$ cat config.mk
export PLATFORM = sky130hd
export DESIGN_NAME = dcapi_channel
export DESIGN_NICKNAME = d
export VERILOG_FILES = /design/src/logic/dcapi_pkg.sv /design/src/logic/dcapi_rd_if.sv /design/src/logic/dcapi_fifo.sv /design/src/logic/dcapi_capture.sv /design/src/logic/dcapi_channel.sv
export VERILOG_INCLUDE_DIRS = /design/src /design/src/logic
export SDC_FILE = /design/constraint.sdc
export NUM_CORES = 2
export LEC_CHECK = 0
export ABC_AREA = 0
export BUFFER_PORTS_ARGS = -buffer_cell sky130_fd_sc_hd__buf_4
export CORE_MARGIN = 1
export CORE_UTILIZATION = 40
export CTS_BUF_LIST = sky130_fd_sc_hd__clkbuf_8
export CTS_CLUSTER_SIZE = 16
export DETAILED_ROUTE_END_ITERATION = 10
export HOLD_SLACK_MARGIN = 0.15
export PLACE_DENSITY = 0.61
export SETUP_SLACK_MARGIN = 0.02
export SLEW_MARGIN = 20
export SYNTH_ARGS = -nofsm -noshare
export SYNTH_HDL_FRONTEND = slang
export SYNTH_SLANG_ARGS = --single-unit
$ cat constraint.sdc
create_clock -name clk_sys -period 11.8 [get_ports clk_sys]
set_clock_uncertainty 0.1 [all_clocks]
set_input_delay 2.36 -clock clk_sys [delete_from_list [all_inputs] [get_ports clk_sys]]
set_output_delay 2.36 -clock clk_sys [all_outputs]
set_load 0.01 [all_outputs]
$ cat src/logic/dcapi_params.svh
/*
  Constants for the channel A DRAM pin interface: reset values, mode words and timing counts.
  Assumes the system clock runs at 125 MHz and that it is included by the design files only.
*/
`ifndef DCAPI_PARAMS_SVH
`define DCAPI_PARAMS_SVH

`define DCAPI_CLK_NS 8
`define DCAPI_HALF 2
`define DCAPI_FIFO_DEPTH 32
`define DCAPI_INIT_STEPS 7
`define DCAPI_INIT_WAIT_NS 200000
`define DCAPI_INIT_WAIT_CYC ((`DCAPI_INIT_WAIT_NS + `DCAPI_CLK_NS - 1) / `DCAPI_CLK_NS)
`define DCAPI_GAP_NS 75
`define DCAPI_GAP_CYC ((`DCAPI_GAP_NS + `DCAPI_CLK_NS - 1) / `DCAPI_CLK_NS)
`define DCAPI_XSR_NS 1600
`define DCAPI_XSR_CYC ((`DCAPI_XSR_NS + `DCAPI_CLK_NS - 1) / `DCAPI_CLK_NS)
`define DCAPI_CS_IDLE 4'hf
`define DCAPI_ADDR_ALL 13'h0400
`define DCAPI_A10 10
`define DCAPI_MODE_RUN 13'h0021
`define DCAPI_MODE_DLLRST 13'h0121
`define DCAPI_EMODE 13'h0000

`endif

$ cat src/logic/dcapi_pkg.sv
/*
  Types shared by the channel A DRAM pin interface: command codes and controller states.
  Assumes nothing of its surroundings.
*/
package dcapi_pkg;

  // Codes are the {row, column, write} strobe levels, all active low.
  typedef enum logic [2:0] {
    DCAPI_MRS = 3'h0,
    DCAPI_REF = 3'h1,
    DCAPI_PRE = 3'h2,
    DCAPI_ACT = 3'h3,
    DCAPI_WR  = 3'h4,
    DCAPI_RD  = 3'h5,
    DCAPI_BST = 3'h6,
    DCAPI_NOP = 3'h7
  } dcapi_cmd_t;

  typedef enum logic [2:0] {
    ST_INIT_WAIT = 3'h0,
    ST_INIT_SEQ  = 3'h1,
    ST_IDLE      = 3'h3,
    ST_WRITE     = 3'h2,
    ST_SREF      = 3'h7,
    ST_SREF_EXIT = 3'h5
  } dcapi_state_t;

endpackage : dcapi_pkg

$ cat src/logic/dcapi_rd_if.sv
/*
  Carrier between the channel core and its read capture: raw data and strobe pins in, beats out.
  Assumes both ends run on clk_sys.
*/
`timescale 1ns/10ps
interface dcapi_rd_if;
  logic [63:0] dq_pin;
  logic [7:0]  dqs_pin;
  logic        listen;
  logic        beat_valid;
  logic [63:0] beat_data;
  modport core (output dq_pin, output dqs_pin, output listen, input beat_valid, input beat_data);
  modport capt (input dq_pin, input dqs_pin, input listen, output beat_valid, output beat_data);
endinterface : dcapi_rd_if

$ cat src/logic/dcapi_fifo.sv
/*
  Write data FIFO with its own storage and a registered read word.
  Assumes one clock; DEPTH is a power of two.
*/
`timescale 1ns/10ps
module dcapi_fifo
  import dcapi_pkg::*;
#(
  parameter int WIDTH = 64,
  parameter int DEPTH = 32
) (
  input  wire logic                       clk_sys,
  input  wire logic                       nrst,
  input  wire logic                       in_valid,
  output logic                            in_ready,
  input  wire logic [WIDTH-1:0]           in_data,
  output logic                            out_valid,
  input  wire logic                       out_ready,
  output logic [WIDTH-1:0]                out_data,
  output logic [$clog2(DEPTH)+1:0]        level
);
  localparam int AW = $clog2(DEPTH);

  if (DEPTH < 2 || (1 << AW) != DEPTH) begin : g_bad_depth
    $error("dcapi_fifo: DEPTH must be a power of two of at least 2");
  end

  logic [WIDTH-1:0] mem [DEPTH];
  logic [AW-1:0]    wp;
  logic [AW-1:0]    rp;
  logic [AW:0]      cnt;

  wire push = in_valid & in_ready;
  wire load = (cnt != '0) & (~out_valid | out_ready);

  // The output register holds a word too, so it counts towards the depth.
  assign in_ready = level != (AW+2)'(DEPTH);
  assign level    = {1'b0, cnt} + (AW+2)'(out_valid);

  always_ff @(posedge clk_sys) begin
    if (push) begin
      mem[wp] <= in_data;
    end
  end

  always_ff @(posedge clk_sys) begin
    if (!nrst) begin
      wp        <= '0;
      rp        <= '0;
      cnt       <= '0;
      out_valid <= 1'b0;
      out_data  <= '0;
    end else begin
      wp  <= wp + AW'(push);
      rp  <= rp + AW'(load);
      cnt <= cnt + (AW+1)'(push) - (AW+1)'(load);
      if (load) begin
        out_data  <= mem[rp];
        out_valid <= 1'b1;
      end else if (out_ready) begin
        out_valid <= 1'b0;
      end
    end
  end
endmodule : dcapi_fifo

$ cat src/logic/dcapi_capture.sv
/*
  Read capture: synchronises the returned data and strobes and takes each lane on its strobe.
  Assumes the strobes toggle far slower than clk_sys, as the link clock does.
*/
`timescale 1ns/10ps
module dcapi_capture
  import dcapi_pkg::*;
#(
  parameter int LANES = 8
) (
  input  wire logic clk_sys,
  input  wire logic nrst,
  dcapi_rd_if.capt  rd
);
  if (LANES != 8) begin : g_bad_lanes
    $error("dcapi_capture: the data bus carries exactly eight byte lanes");
  end

  logic [LANES*8-1:0] dq_s1;
  logic [LANES*8-1:0] dq_s2;
  logic [LANES-1:0]   dqs_s1;
  logic [LANES-1:0]   dqs_s2;
  logic [LANES-1:0]   dqs_s3;
  logic [LANES-1:0]   edge_d;

  always_ff @(posedge clk_sys) begin
    if (!nrst) begin
      dq_s1  <= '0;
      dq_s2  <= '0;
      dqs_s1 <= '0;
      dqs_s2 <= '0;
      dqs_s3 <= '0;
    end else begin
      dq_s1  <= rd.dq_pin;
      dq_s2  <= dq_s1;
      dqs_s1 <= rd.dqs_pin;
      dqs_s2 <= dqs_s1;
      dqs_s3 <= dqs_s2;
    end
  end

  // Data is edge aligned, so each lane waits one cycle past its strobe edge to sit mid-eye.
  for (genvar g = 0; g < LANES; g++) begin : g_lane
    always_ff @(posedge clk_sys) begin
      if (!nrst) begin
        edge_d[g]           <= 1'b0;
        rd.beat_data[8*g+:8] <= 8'h00;
      end else begin
        edge_d[g] <= rd.listen & (dqs_s2[g] ^ dqs_s3[g]);
        if (edge_d[g]) begin
          rd.beat_data[8*g+:8] <= dq_s2[8*g+:8];
        end
      end
    end
  end

  always_ff @(posedge clk_sys) begin
    if (!nrst) begin
      rd.beat_valid <= 1'b0;
    end else begin
      rd.beat_valid <= edge_d[0];
    end
  end
endmodule : dcapi_capture

$ cat src/logic/dcapi_channel.sv
/*
  Channel A DRAM pin interface: clock forwarding, init, commands, power states and data.
  Assumes a user that issues raw commands and keeps DRAM timing between them.
*/
`timescale 1ns/10ps
`include "dcapi_params.svh"
module dcapi_channel
  import dcapi_pkg::*;
#(
  parameter int HALF          = `DCAPI_HALF,
  parameter int INIT_WAIT_CYC = `DCAPI_INIT_WAIT_CYC,
  parameter int FIFO_DEPTH    = `DCAPI_FIFO_DEPTH
) (
  input  wire logic        clk_sys,
  input  wire logic        nrst,
  input  wire logic        cmd_valid,
  output logic             cmd_ready,
  input  wire logic [2:0]  cmd_code,
  input  wire logic [1:0]  cmd_rank,
  input  wire logic [1:0]  cmd_bank,
  input  wire logic [12:0] cmd_addr,
  input  wire logic        wr_valid,
  output logic             wr_ready,
  input  wire logic [63:0] wr_data,
  output logic             rd_valid,
  output logic [63:0]      rd_data,
  input  wire logic        suspend_req,
  input  wire logic [3:0]  pd_req,
  output logic             init_done,
  output logic             in_self_refresh,
  output logic [5:0]       mem_clk_out_true,
  output logic [5:0]       mem_clk_out_comp,
  output logic [3:0]       row_select_n,
  output logic [3:0]       row_clk_en,
  output logic [12:0]      mux_row_col_addr,
  output logic [5:1]       addr_low_copy,
  output logic [1:0]       bank_sel,
  output logic             row_strobe_n,
  output logic             col_strobe_n,
  output logic             write_en_n,
  input  wire logic [63:0] mem_data_bus_in,
  output logic [63:0]      mem_data_bus_out,
  output logic             mem_data_bus_oe,
  input  wire logic [7:0]  byte_lane_strobe_in,
  output logic [7:0]       byte_lane_strobe_out,
  output logic             byte_lane_strobe_oe
);
  localparam int CW = $clog2(HALF + 1);
  localparam logic [15:0] GAP = 16'(`DCAPI_GAP_CYC);
  localparam logic [15:0] XSR = 16'(`DCAPI_XSR_CYC);

  // The write strobe sits at the middle of each half period, so that must be a whole cycle.
  if (HALF < 2 || HALF % 2 != 0) begin : g_bad_half
    $error("dcapi_channel: HALF must be even and at least 2");
  end
  if (INIT_WAIT_CYC < 1 || INIT_WAIT_CYC > 65535) begin : g_bad_wait
    $error("dcapi_channel: INIT_WAIT_CYC must fit 16 bits");
  end

  //////////////////////////////////////////////////////////////////////////////////////////
  // Memory clock divider.

  logic [CW-1:0] ph;
  logic          clk_q;
  logic          clk_nq;

  wire tick    = ph == CW'(HALF - 1);
  wire rise_en = tick & ~clk_q;
  wire fall_en = tick & clk_q;
  wire mid_en  = ph == CW'(HALF / 2 - 1);

  always_ff @(posedge clk_sys) begin
    if (!nrst) begin
      ph     <= '0;
      clk_q  <= 1'b0;
      clk_nq <= 1'b1;
    end else begin
      ph <= tick ? '0 : ph + 1'b1;
      if (tick) begin
        clk_q  <= ~clk_q;
        clk_nq <= clk_q;
      end
    end
  end

  assign mem_clk_out_true = {6{clk_q}};
  assign mem_clk_out_comp = {6{clk_nq}};

  //////////////////////////////////////////////////////////////////////////////////////////
  // Command selection.

  dcapi_state_t state;
  logic [15:0]  wt;
  logic [2:0]   step;
  logic [1:0]   wb;
  logic [15:0]  open_bk;
  logic [3:0]   open_row;
  logic [3:0]   iss_cs;
  logic [2:0]   iss_cmd;
  logic [1:0]   iss_bank;
  logic [12:0]  iss_addr;
  logic [3:0]   next_cke;
  logic [6:0]   fifo_level;
  logic         fifo_valid;
  logic [63:0]  fifo_data;

  wire [3:0] rank_hot = 4'h1 << cmd_rank;
  wire       wr_cmd   = cmd_code == DCAPI_WR;
  wire       wr_room  = fifo_level >= 7'h02;
  wire       take     = cmd_valid & cmd_ready;
  wire       sref_go  = rise_en & suspend_req & (open_row == 4'h0);
  wire       fifo_pop = (state == ST_WRITE) & ((rise_en & wb == 2'h0) | (fall_en & wb == 2'h1));

  assign cmd_ready = (state == ST_IDLE) & rise_en & ~suspend_req & row_clk_en[cmd_rank]
                   & (~wr_cmd | wr_room);

  function automatic logic [17:0] init_step(input logic [2:0] s);
    case (s)
      3'h0: init_step = {DCAPI_PRE, 2'h0, `DCAPI_ADDR_ALL};
      3'h1: init_step = {DCAPI_MRS, 2'h1, `DCAPI_EMODE};
      3'h2: init_step = {DCAPI_MRS, 2'h0, `DCAPI_MODE_DLLRST};
      3'h3: init_step = {DCAPI_PRE, 2'h0, `DCAPI_ADDR_ALL};
      3'h4: init_step = {DCAPI_REF, 2'h0, 13'h0000};
      3'h5: init_step = {DCAPI_REF, 2'h0, 13'h0000};
      default: init_step = {DCAPI_MRS, 2'h0, `DCAPI_MODE_RUN};
    endcase
  endfunction : init_step

  always_comb begin
    iss_cs   = `DCAPI_CS_IDLE;
    iss_cmd  = DCAPI_NOP;
    iss_bank = bank_sel;
    iss_addr = mux_row_col_addr;
    next_cke = row_clk_en;
    case (state)
      ST_INIT_WAIT: begin
        if (wt == 16'h0000) begin
          next_cke = 4'hf;
        end
      end
      ST_INIT_SEQ: begin
        if (wt == 16'h0000) begin
          iss_cs = 4'h0;
          {iss_cmd, iss_bank, iss_addr} = init_step(step);
        end
      end
      ST_IDLE: begin
        if (suspend_req) begin
          iss_cs = 4'h0;
          if (open_row != 4'h0) begin
            iss_cmd  = DCAPI_PRE;
            iss_addr = `DCAPI_ADDR_ALL;
          end else begin
            iss_cmd  = DCAPI_REF;
            next_cke = 4'h0;
          end
        end else begin
          if (take) begin
            iss_cs   = ~rank_hot;
            iss_cmd  = cmd_code;
            iss_bank = cmd_bank;
            iss_addr = cmd_addr;
          end
          next_cke = ~(pd_req & ~open_row) | (take ? rank_hot : 4'h0);
        end
      end
      ST_SREF: begin
        if (!suspend_req) begin
          next_cke = 4'hf;
        end
      end
      default: begin
      end
    endcase
  end

  //////////////////////////////////////////////////////////////////////////////////////////
  // Pin registers, loaded only as the memory clock rises.

  always_ff @(posedge clk_sys) begin
    if (!nrst) begin
      row_select_n                          <= `DCAPI_CS_IDLE;
      {row_strobe_n, col_strobe_n, write_en_n} <= DCAPI_NOP;
      bank_sel                              <= 2'h0;
      mux_row_col_addr                      <= 13'h0000;
      addr_low_copy                         <= 5'h00;
      row_clk_en                            <= 4'h0;
    end else if (rise_en) begin
      row_select_n                          <= iss_cs;
      {row_strobe_n, col_strobe_n, write_en_n} <= iss_cmd;
      bank_sel                              <= iss_bank;
      mux_row_col_addr                      <= iss_addr;
      addr_low_copy                         <= iss_addr[5:1];
      row_clk_en                            <= next_cke;
    end
  end

  // Open banks are tracked per row so that a row holding an open bank is never powered down.
  for (genvar r = 0; r < 4; r++) begin : g_row
    assign open_row[r] = |open_bk[4*r+:4];
    always_ff @(posedge clk_sys) begin
      if (!nrst) begin
        open_bk[4*r+:4] <= 4'h0;
      end else if (rise_en && !iss_cs[r]) begin
        if (iss_cmd == DCAPI_ACT) begin
          open_bk[4*r+iss_bank] <= 1'b1;
        end else if (iss_cmd == DCAPI_PRE && iss_addr[`DCAPI_A10]) begin
          open_bk[4*r+:4] <= 4'h0;
        end else if (iss_cmd == DCAPI_PRE) begin
          open_bk[4*r+iss_bank] <= 1'b0;
        end
      end
    end
  end

  //////////////////////////////////////////////////////////////////////////////////////////
  // Sequencer.

  always_ff @(posedge clk_sys) begin
    if (!nrst) begin
      state           <= ST_INIT_WAIT;
      wt              <= 16'(INIT_WAIT_CYC);
      step            <= 3'h0;
      wb              <= 2'h0;
      init_done       <= 1'b0;
      in_self_refresh <= 1'b0;
    end else begin
      if (wt != 16'h0000) begin
        wt <= wt - 16'h0001;
      end
      case (state)
        ST_INIT_WAIT: if (rise_en && wt == 16'h0000) begin
          state <= ST_INIT_SEQ;
          wt    <= GAP;
        end
        ST_INIT_SEQ: if (rise_en && wt == 16'h0000) begin
          step <= step + 3'h1;
          wt   <= GAP;
          if (step == 3'(`DCAPI_INIT_STEPS - 1)) begin
            state     <= ST_IDLE;
            init_done <= 1'b1;
          end
        end
        ST_IDLE: if (sref_go) begin
          state           <= ST_SREF;
          in_self_refresh <= 1'b1;
        end else if (take && wr_cmd) begin
          state <= ST_WRITE;
          wb    <= 2'h0;
        end
        ST_WRITE: if (fifo_pop) begin
          wb <= wb + 2'h1;
        end else if (rise_en && wb == 2'h2) begin
          state <= ST_IDLE;
        end
        ST_SREF: if (rise_en && !suspend_req) begin
          state           <= ST_SREF_EXIT;
          in_self_refresh <= 1'b0;
          wt              <= XSR;
        end
        ST_SREF_EXIT: if (rise_en && wt == 16'h0000) begin
          state <= ST_IDLE;
        end
        default: state <= ST_INIT_WAIT;
      endcase
    end
  end

  //////////////////////////////////////////////////////////////////////////////////////////
  // Write data: one word per clock edge, strobe moved to mid-eye.

  always_ff @(posedge clk_sys) begin
    if (!nrst) begin
      mem_data_bus_out     <= 64'h0000_0000_0000_0000;
      mem_data_bus_oe      <= 1'b0;
      byte_lane_strobe_out <= 8'h00;
      byte_lane_strobe_oe  <= 1'b0;
    end else begin
      if (fifo_pop) begin
        mem_data_bus_out    <= fifo_data;
        mem_data_bus_oe     <= 1'b1;
        byte_lane_strobe_oe <= 1'b1;
      end else if (state == ST_WRITE && rise_en && wb == 2'h2) begin
        mem_data_bus_oe     <= 1'b0;
        byte_lane_strobe_oe <= 1'b0;
      end
      if (mid_en && mem_data_bus_oe) begin
        byte_lane_strobe_out <= {8{clk_q}};
      end else if (!mem_data_bus_oe) begin
        byte_lane_strobe_out <= 8'h00;
      end
    end
  end

  dcapi_fifo #(
    .WIDTH (64),
    .DEPTH (FIFO_DEPTH)
  ) u_fifo (
    .clk_sys   (clk_sys),
    .nrst      (nrst),
    .in_valid  (wr_valid),
    .in_ready  (wr_ready),
    .in_data   (wr_data),
    .out_valid (fifo_valid),
    .out_ready (fifo_pop),
    .out_data  (fifo_data),
    .level     (fifo_level)
  );

  //////////////////////////////////////////////////////////////////////////////////////////
  // Read capture.

  dcapi_rd_if rd ();

  assign rd.dq_pin  = mem_data_bus_in;
  assign rd.dqs_pin = byte_lane_strobe_in;
  assign rd.listen  = ~mem_data_bus_oe;
  assign rd_valid   = rd.beat_valid;
  assign rd_data    = rd.beat_data;

  dcapi_capture #(
    .LANES (8)
  ) u_capture (
    .clk_sys (clk_sys),
    .nrst    (nrst),
    .rd      (rd.capt)
  );
endmodule : dcapi_channel

* After elaboration in Yosys (flattened, before gate mapping)
Memory sizes are Yosys's and may differ from the RTL's. A register that Yosys moved wholly into a read port is not among the register bits.
Cells that the tools add are included.
** Operators by class
- Add/sub/neg operators :: 12
- Magnitude comparators :: 10
- Eq/ne operators :: 38
- Shifts and indexed selects :: 1
- Mux-type cells :: 82
- Bitwise gates (word level) :: 56
- Reduce and logical (&&, ||, !) cells :: 62
** Operators with widths (count)
- $mux W16 :: 11
- $pmux W17 S4 :: 1
- $and A16 B16 Y16 :: 4
- $mux W4 :: 14
- $mux W13 :: 4
- $not A16 Y16 :: 3
- $or A16 B16 Y16 :: 3
- $mux W3 :: 12
- $mux W8 :: 4
- $pmux W16 S2 :: 1
- $pmux W13 S2 :: 1
- $mux W12 :: 2
- $and A1 B1 Y1 :: 22
- $ne A2 B2 Y1 const B :: 11
- $reduce_and A4 Y1 :: 5
- $eq A3 B2 Y1 const B :: 6
- $eq A3 B3 Y1 const B :: 6
- $pmux W3 S6 :: 1
- $logic_and A1 B1 Y1 :: 16
- $logic_not A16 Y1 :: 1
- $not A4 Y16 :: 1
- $or A16 B4 Y16 :: 1
- $reduce_bool A16 Y1 :: 1
- $reduce_or A4 Y1 :: 4
- other kinds (54) :: 126
** Storage, ports and cells
- Bits in registers :: 440
- RAM bits :: 2048
- Bits of input ports :: 165
- Output and inout bits :: 186
- Memories kept :: 1
** Memory list
- u_fifo.mem :: words 32, bits a word 64, read ports 1, clocked after Yosys merged registers in 1, wr ports 1, RTL line dcapi_fifo.sv:28 : logic [WIDTH-1:0] mem [DEPTH];

* Longest topological paths before layout
- Depth in word-level cells :: 20
- Gate-level depth with buffers :: 14
- Depth with buffers taken out :: 14

* By module
Synthesis repeated with hierarchy kept, for this count alone.
** Second synthesis, totals
- Cell total of the unflattened synthesis :: 5006
- Area, all modules :: 93216.9 µm²
** Modules (own cells, without submodules)
- dcapi_fifo :: instances 1, cells an instance 3825, area each 81226.7 µm², seq. area each 63120.5 µm²
- dcapi_capture :: instances 1, cells an instance 555, area each 6865.3 µm², seq. area each 4504.3 µm²
- dcapi_channel :: instances 1, cells an instance 626, area each 5124.9 µm², seq. area each 2382.3 µm²

* Worst setup path before layout
Ideal clock, no wire load.
- Kind :: input -> output
- Start :: input cmd_code[0]
- End :: output cmd_ready
- Arrival :: 3.667 ns
- Path slack :: 5.673 ns
- Stages on the path :: 5
- Buffers on the path :: 1
- Cell sequence :: or4b_1 -> nor3_2 -> o211ai_1 -> clkbuf_1 -> and3_1
** Between the ends
- Longest elaborated chain between the ends :: 4
** RTL lines
- from (decl) :: RTL line dcapi_channel.sv:18 : input wire logic [2:0] cmd_code,
- $eq A3 B3 Y1 :: RTL line dcapi_channel.sv:108 : wire wr_cmd = cmd_code == DCAPI_WR;
- $not A1 Y1 :: RTL line dcapi_channel.sv:115 : & (~wr_cmd | wr_room);
- $or A1 B1 Y1 :: RTL line dcapi_channel.sv:115
- $and A1 B1 Y1 :: RTL line dcapi_channel.sv:115
- to (decl) :: RTL line dcapi_channel.sv:17 : output logic cmd_ready,
No other way between the ends.

* Final worst setup path
Same ends and word-level chain as after synthesis.

==> flow_metrics.env <==
export IMPL_ant_nets=0
export IMPL_grt_usage_pct=20.1
export IMPL_io_pins=351
export IMPL_synthesis_instances=4795
export IMPL_tightest_slew_ns=1.15
export IMPL_routed_via_count=47845
export IMPL_mappedNetlistNets=4991
export IMPL_status="finished, final reports clean"
export IMPL_total_switching_power_w=0.00491
export IMPL_grt_antenna_before_repair=16
export IMPL_grt_setup_unrepaired="no"
export IMPL_clock_path_buffers=4
export IMPL_critPathRequiredTime_ns=9.34
export IMPL_timing_critical_path_to_type="output port"
export IMPL_initialDrtViolationCount=3936
export IMPL_synth_avg_cell_area_sq_um=19.2
export IMPL_critical_path_max_fanout=14
export IMPL_cts_tree="done"
export IMPL_hold_path_depth=1
export IMPL_crit_path_top_cell_by_count="buf_4"
export IMPL_multiInputGateArea_sq_um=20500
export IMPL_final_min_clock_period_ns=6.38
export IMPL_area_of_the_mapped_netlist_sq_um=91900
export IMPL_share_of_synthesized_registers_carrying_an_async_set_or_reset_pct=0
export IMPL_place_hpwl_um=126000
export IMPL_swShare_pct=25.0
export IMPL_fin_crit_share_pct=54.1
export IMPL_cts_post_setup_buffers_inserted=0
export IMPL_timing_reg2reg_setup_slack_ns=6.61
export IMPL_stage_delay_of_the_slowest_cell_on_the_critical_path_ns=0.54
export IMPL_timing_rr_start="u_fifo.out_valid$_SDFFE_PN0P_"
export IMPL_tritoncts_num_buffers=410
export IMPL_synth_seq_cells=2473
export IMPL_clock_sinks=2473
export IMPL_gr_total_overflow=0
export IMPL_number_of_pins_with_negative_max_slew_slack_in_the_final_report=0
export IMPL_first_global_vias=48325
export IMPL_port_buffers=346
export IMPL_combPwrFrac_pct=14.1
export IMPL_clockRootBuffer="clkbuf_8"
export IMPL_htreeDepth=5
export IMPL_layout_area_overhead_vs_synth_pct=14.9
export IMPL_layout_commonest_cell="edfxtp_1"
export IMPL_hold_end="u_capture.dq_s2[1]$_SDFF_PN0_"
export IMPL_worst_slew_margin_rel_pct=23.2
export IMPL_pre_antenna_drt_iters=8
export IMPL_maximum_number_of_pins_on_one_net_before_global_route_repair=138
export IMPL_floorplan_die_width_um=481
export IMPL_chipHeight_um=481
export IMPL_p_leak_nw=34.4
export IMPL_ys_seq_area_share_pct=76.2
export IMPL_crit_start_category="input pin"
export IMPL_max_vdd_ir_drop_mv=0.140
export IMPL_grt_pass1_wl_um=337000
export IMPL_cp_arrival_ns=3.92
export IMPL_die_area_sq_um=232000
export IMPL_holdWs_ns=0.327
export IMPL_arithmetic_cell_share_of_the_synthesized_area_counting_full_adders_half_adders_and_majority_gates_pct=0.430
export IMPL_simple_gate_share_of_the_synthesized_area_pct=3.91
export IMPL_fill_cells=19309
export IMPL_synth_lib_cells_used_distinct=69
export IMPL_finalWirelength_um=235000
export IMPL_drt_wirelength_per_cell_um=27.1
export IMPL_synth_top_family_by_area="multiplexers"
export IMPL_layout_area_seq_sq_um=70000
export IMPL_synth_edff_count=2048
export IMPL_worst_r2r_path_depth=9
export IMPL_critPathKind="in -> out"
export IMPL_crit_reg2reg_capture="u_fifo.mem[21][10]$_DFFE_PP_"
export IMPL_internal_power_w=0.0147
export IMPL_starting_utilization_of_the_core_area_pct=40.3
export IMPL_peak_clock_frequency_supported_by_timing_ghz=0.157
export IMPL_synth_warnings=56
export IMPL_setup_violations_final=0
export IMPL_via_per_inst=5.51
export IMPL_clkPwrFrac_pct=35.9
export IMPL_synth_ff_type="edfxtp_1"
export IMPL_floorplan_core_area_sq_um=228000
export IMPL_cellPowerDensity_nw_per_um2=186
export IMPL_maxCapViolations=0
export IMPL_final_cell_mix="edfxtp_1 (2048), clkbuf_8 (467), mux4_2 (465), buf_4 (436), dfxtp_1 (421)"
export IMPL_globalplace_congestion=0.783
export IMPL_synth_xor_area_share_pct=0.305
export IMPL_crit_path_cell_trace="buf_4, or4b_1, nor3_2, o211ai_1, buf_4, and3_1, buf_4"
export IMPL_clock_insertion_delay_at_the_later_pin_of_the_skew_report_ns=1.08
export IMPL_clkSlewWorstSetupHoldPaths_ns=0.06
export IMPL_row_count=175
export IMPL_hold_start="u_capture.dq_s1[1]$_SDFF_PN0_"
export IMPL_pwr_share_seq_pct=50.0
export IMPL_crit_slowest_cell="or4b_1"
export IMPL_timing_hold_violations_final=0
export IMPL_layout_nets=5537
export IMPL_post_route_drc_count=0
export IMPL_synth_mux_area_share_pct=13.2
export IMPL_cts_resized=0
export IMPL_setup_tns_ns=0
export IMPL_post_route_cells_drive_above_1_share_pct=26.2
export IMPL_hold_path_class="reg -> reg"
export IMPL_ctsHoldBuffers=0
export IMPL_synth_compound_area_share_pct=4.12
## sequential cells by signal, indices dropped and copies added (netlist names), 3 cells and up
| name | cells |
|---|---|
| u_capture.edge_d | 8 |
| mux_row_col_addr | 8 |
| u_fifo.mem | 2048 |
| u_fifo.rp | 5 |
| u_capture.dq_s2 | 64 |
| step | 3 |
| u_fifo.wp | 5 |
| state | 3 |
| u_fifo.out_data | 64 |
| u_capture.dqs_s2 | 8 |
| u_capture.rd.beat_data | 64 |
| u_capture.dqs_s1 | 8 |
| u_capture.dqs_s3 | 8 |
| u_capture.dq_s1 | 64 |
| addr_low_copy | 5 |
| wt | 16 |
| mem_data_bus_out | 64 |
| u_fifo.cnt | 6 |
| row_select_n | 4 |
## area by class of cell
type / instances / share of cell area [%]
Antenna cell: 7 / 0.0166
Clock buffer: 467 / 6.09
Clock inverter: 273 / 1.21
Inverter: 27 / 0.104
Multi-Input combinational cell: 1986 / 19.4
Sequential cell: 2473 / 66.3
Tap cell: 3009 / 3.57
Timing Repair Buffer: 443 / 3.26
## power groups by stage
stage	clock, W	sequential, W	combinational, W
finish	0.00704	0.00982	0.00276
global route	0.00759	0.00984	0.00298
CTS	0.00721	0.00983	0.00282
detailed placement	0	0.0100	0.00281
global placement	0	0.0100	0.00279
floorplan	0	0.00992	0.00213
## worst max-delay path by stage
stage	endpoint	from
final	cmd_ready	cmd_code[0]
after global routing	cmd_ready	cmd_code[0]
after CTS	cmd_ready	cmd_code[0]
after detailed placement	cmd_ready	cmd_code[0]
after global placement	cmd_ready	cmd_code[0]
after floorplan	cmd_ready	cmd_code[0]
## worst max-delay path, delay by kind of cell
| kind | cells | cell delay [ns] |
|---|---|---|
| buffers and inverters | 3 | 0.51 |
| AO/OA/AOI/OAI | 1 | 0.12 |
| AND/OR/NAND/NOR | 3 | 0.93 |
## stage by stage
step	util, %	std cells	cell area [sq um]	total power, W	setup WS, ns
after floorplan	-	4795	91900	0.0121	5.67
after global placement	42.9	7934	97800	0.0128	5.43
after detailed placement	42.9	7938	97900	0.0128	5.42
after CTS	46.3	8678	106000	0.0199	5.42
after global routing	46.3	8682	106000	0.0204	5.32
final	46.3	8685	106000	0.0196	5.42
## synth_stat cells (63+ instances only)
cell type / instances / area (sq um)
and2_1: 163 / 1020
buf_2: 86 / 430
clkbuf_1: 149 / 559
nand2_1: 234 / 878
o21ai_0: 63 / 315
nor2_1: 187 / 702
o22ai_1: 88 / 551
edfxtp_1: 2048 / 61500
dfxtp_1: 425 / 8510
mux2i_1: 169 / 1690
mux4_2: 465 / 10500
a21oi_1: 134 / 671
## per-layer routing
metal	wire, um	up-vias	part of all wire [%]	track usage, %
li1	-	20376	-	-
met1	98100	25210	42	26.8
met2	114000	1845	49	33.2
met3	16800	404	7.1	4.10
met4	5860	10	2.5	6.17
met5	53	-	0.023	0
## logic make-up (layout without fill, tap and decap cells)
group | Yosys count | count (layout)
buffers and inverters | 336 | 1210
and+or+nand+nor | 737 | 737
muxes | 635 | 635
adders and majority gates | 31 | 31
other | 0 | 7
DFF | 2473 | 2473
AOI/OAI and AO/OA | 551 | 551
xor gates and xnor gates | 32 | 32
Power figures use the tool's default switching activity.
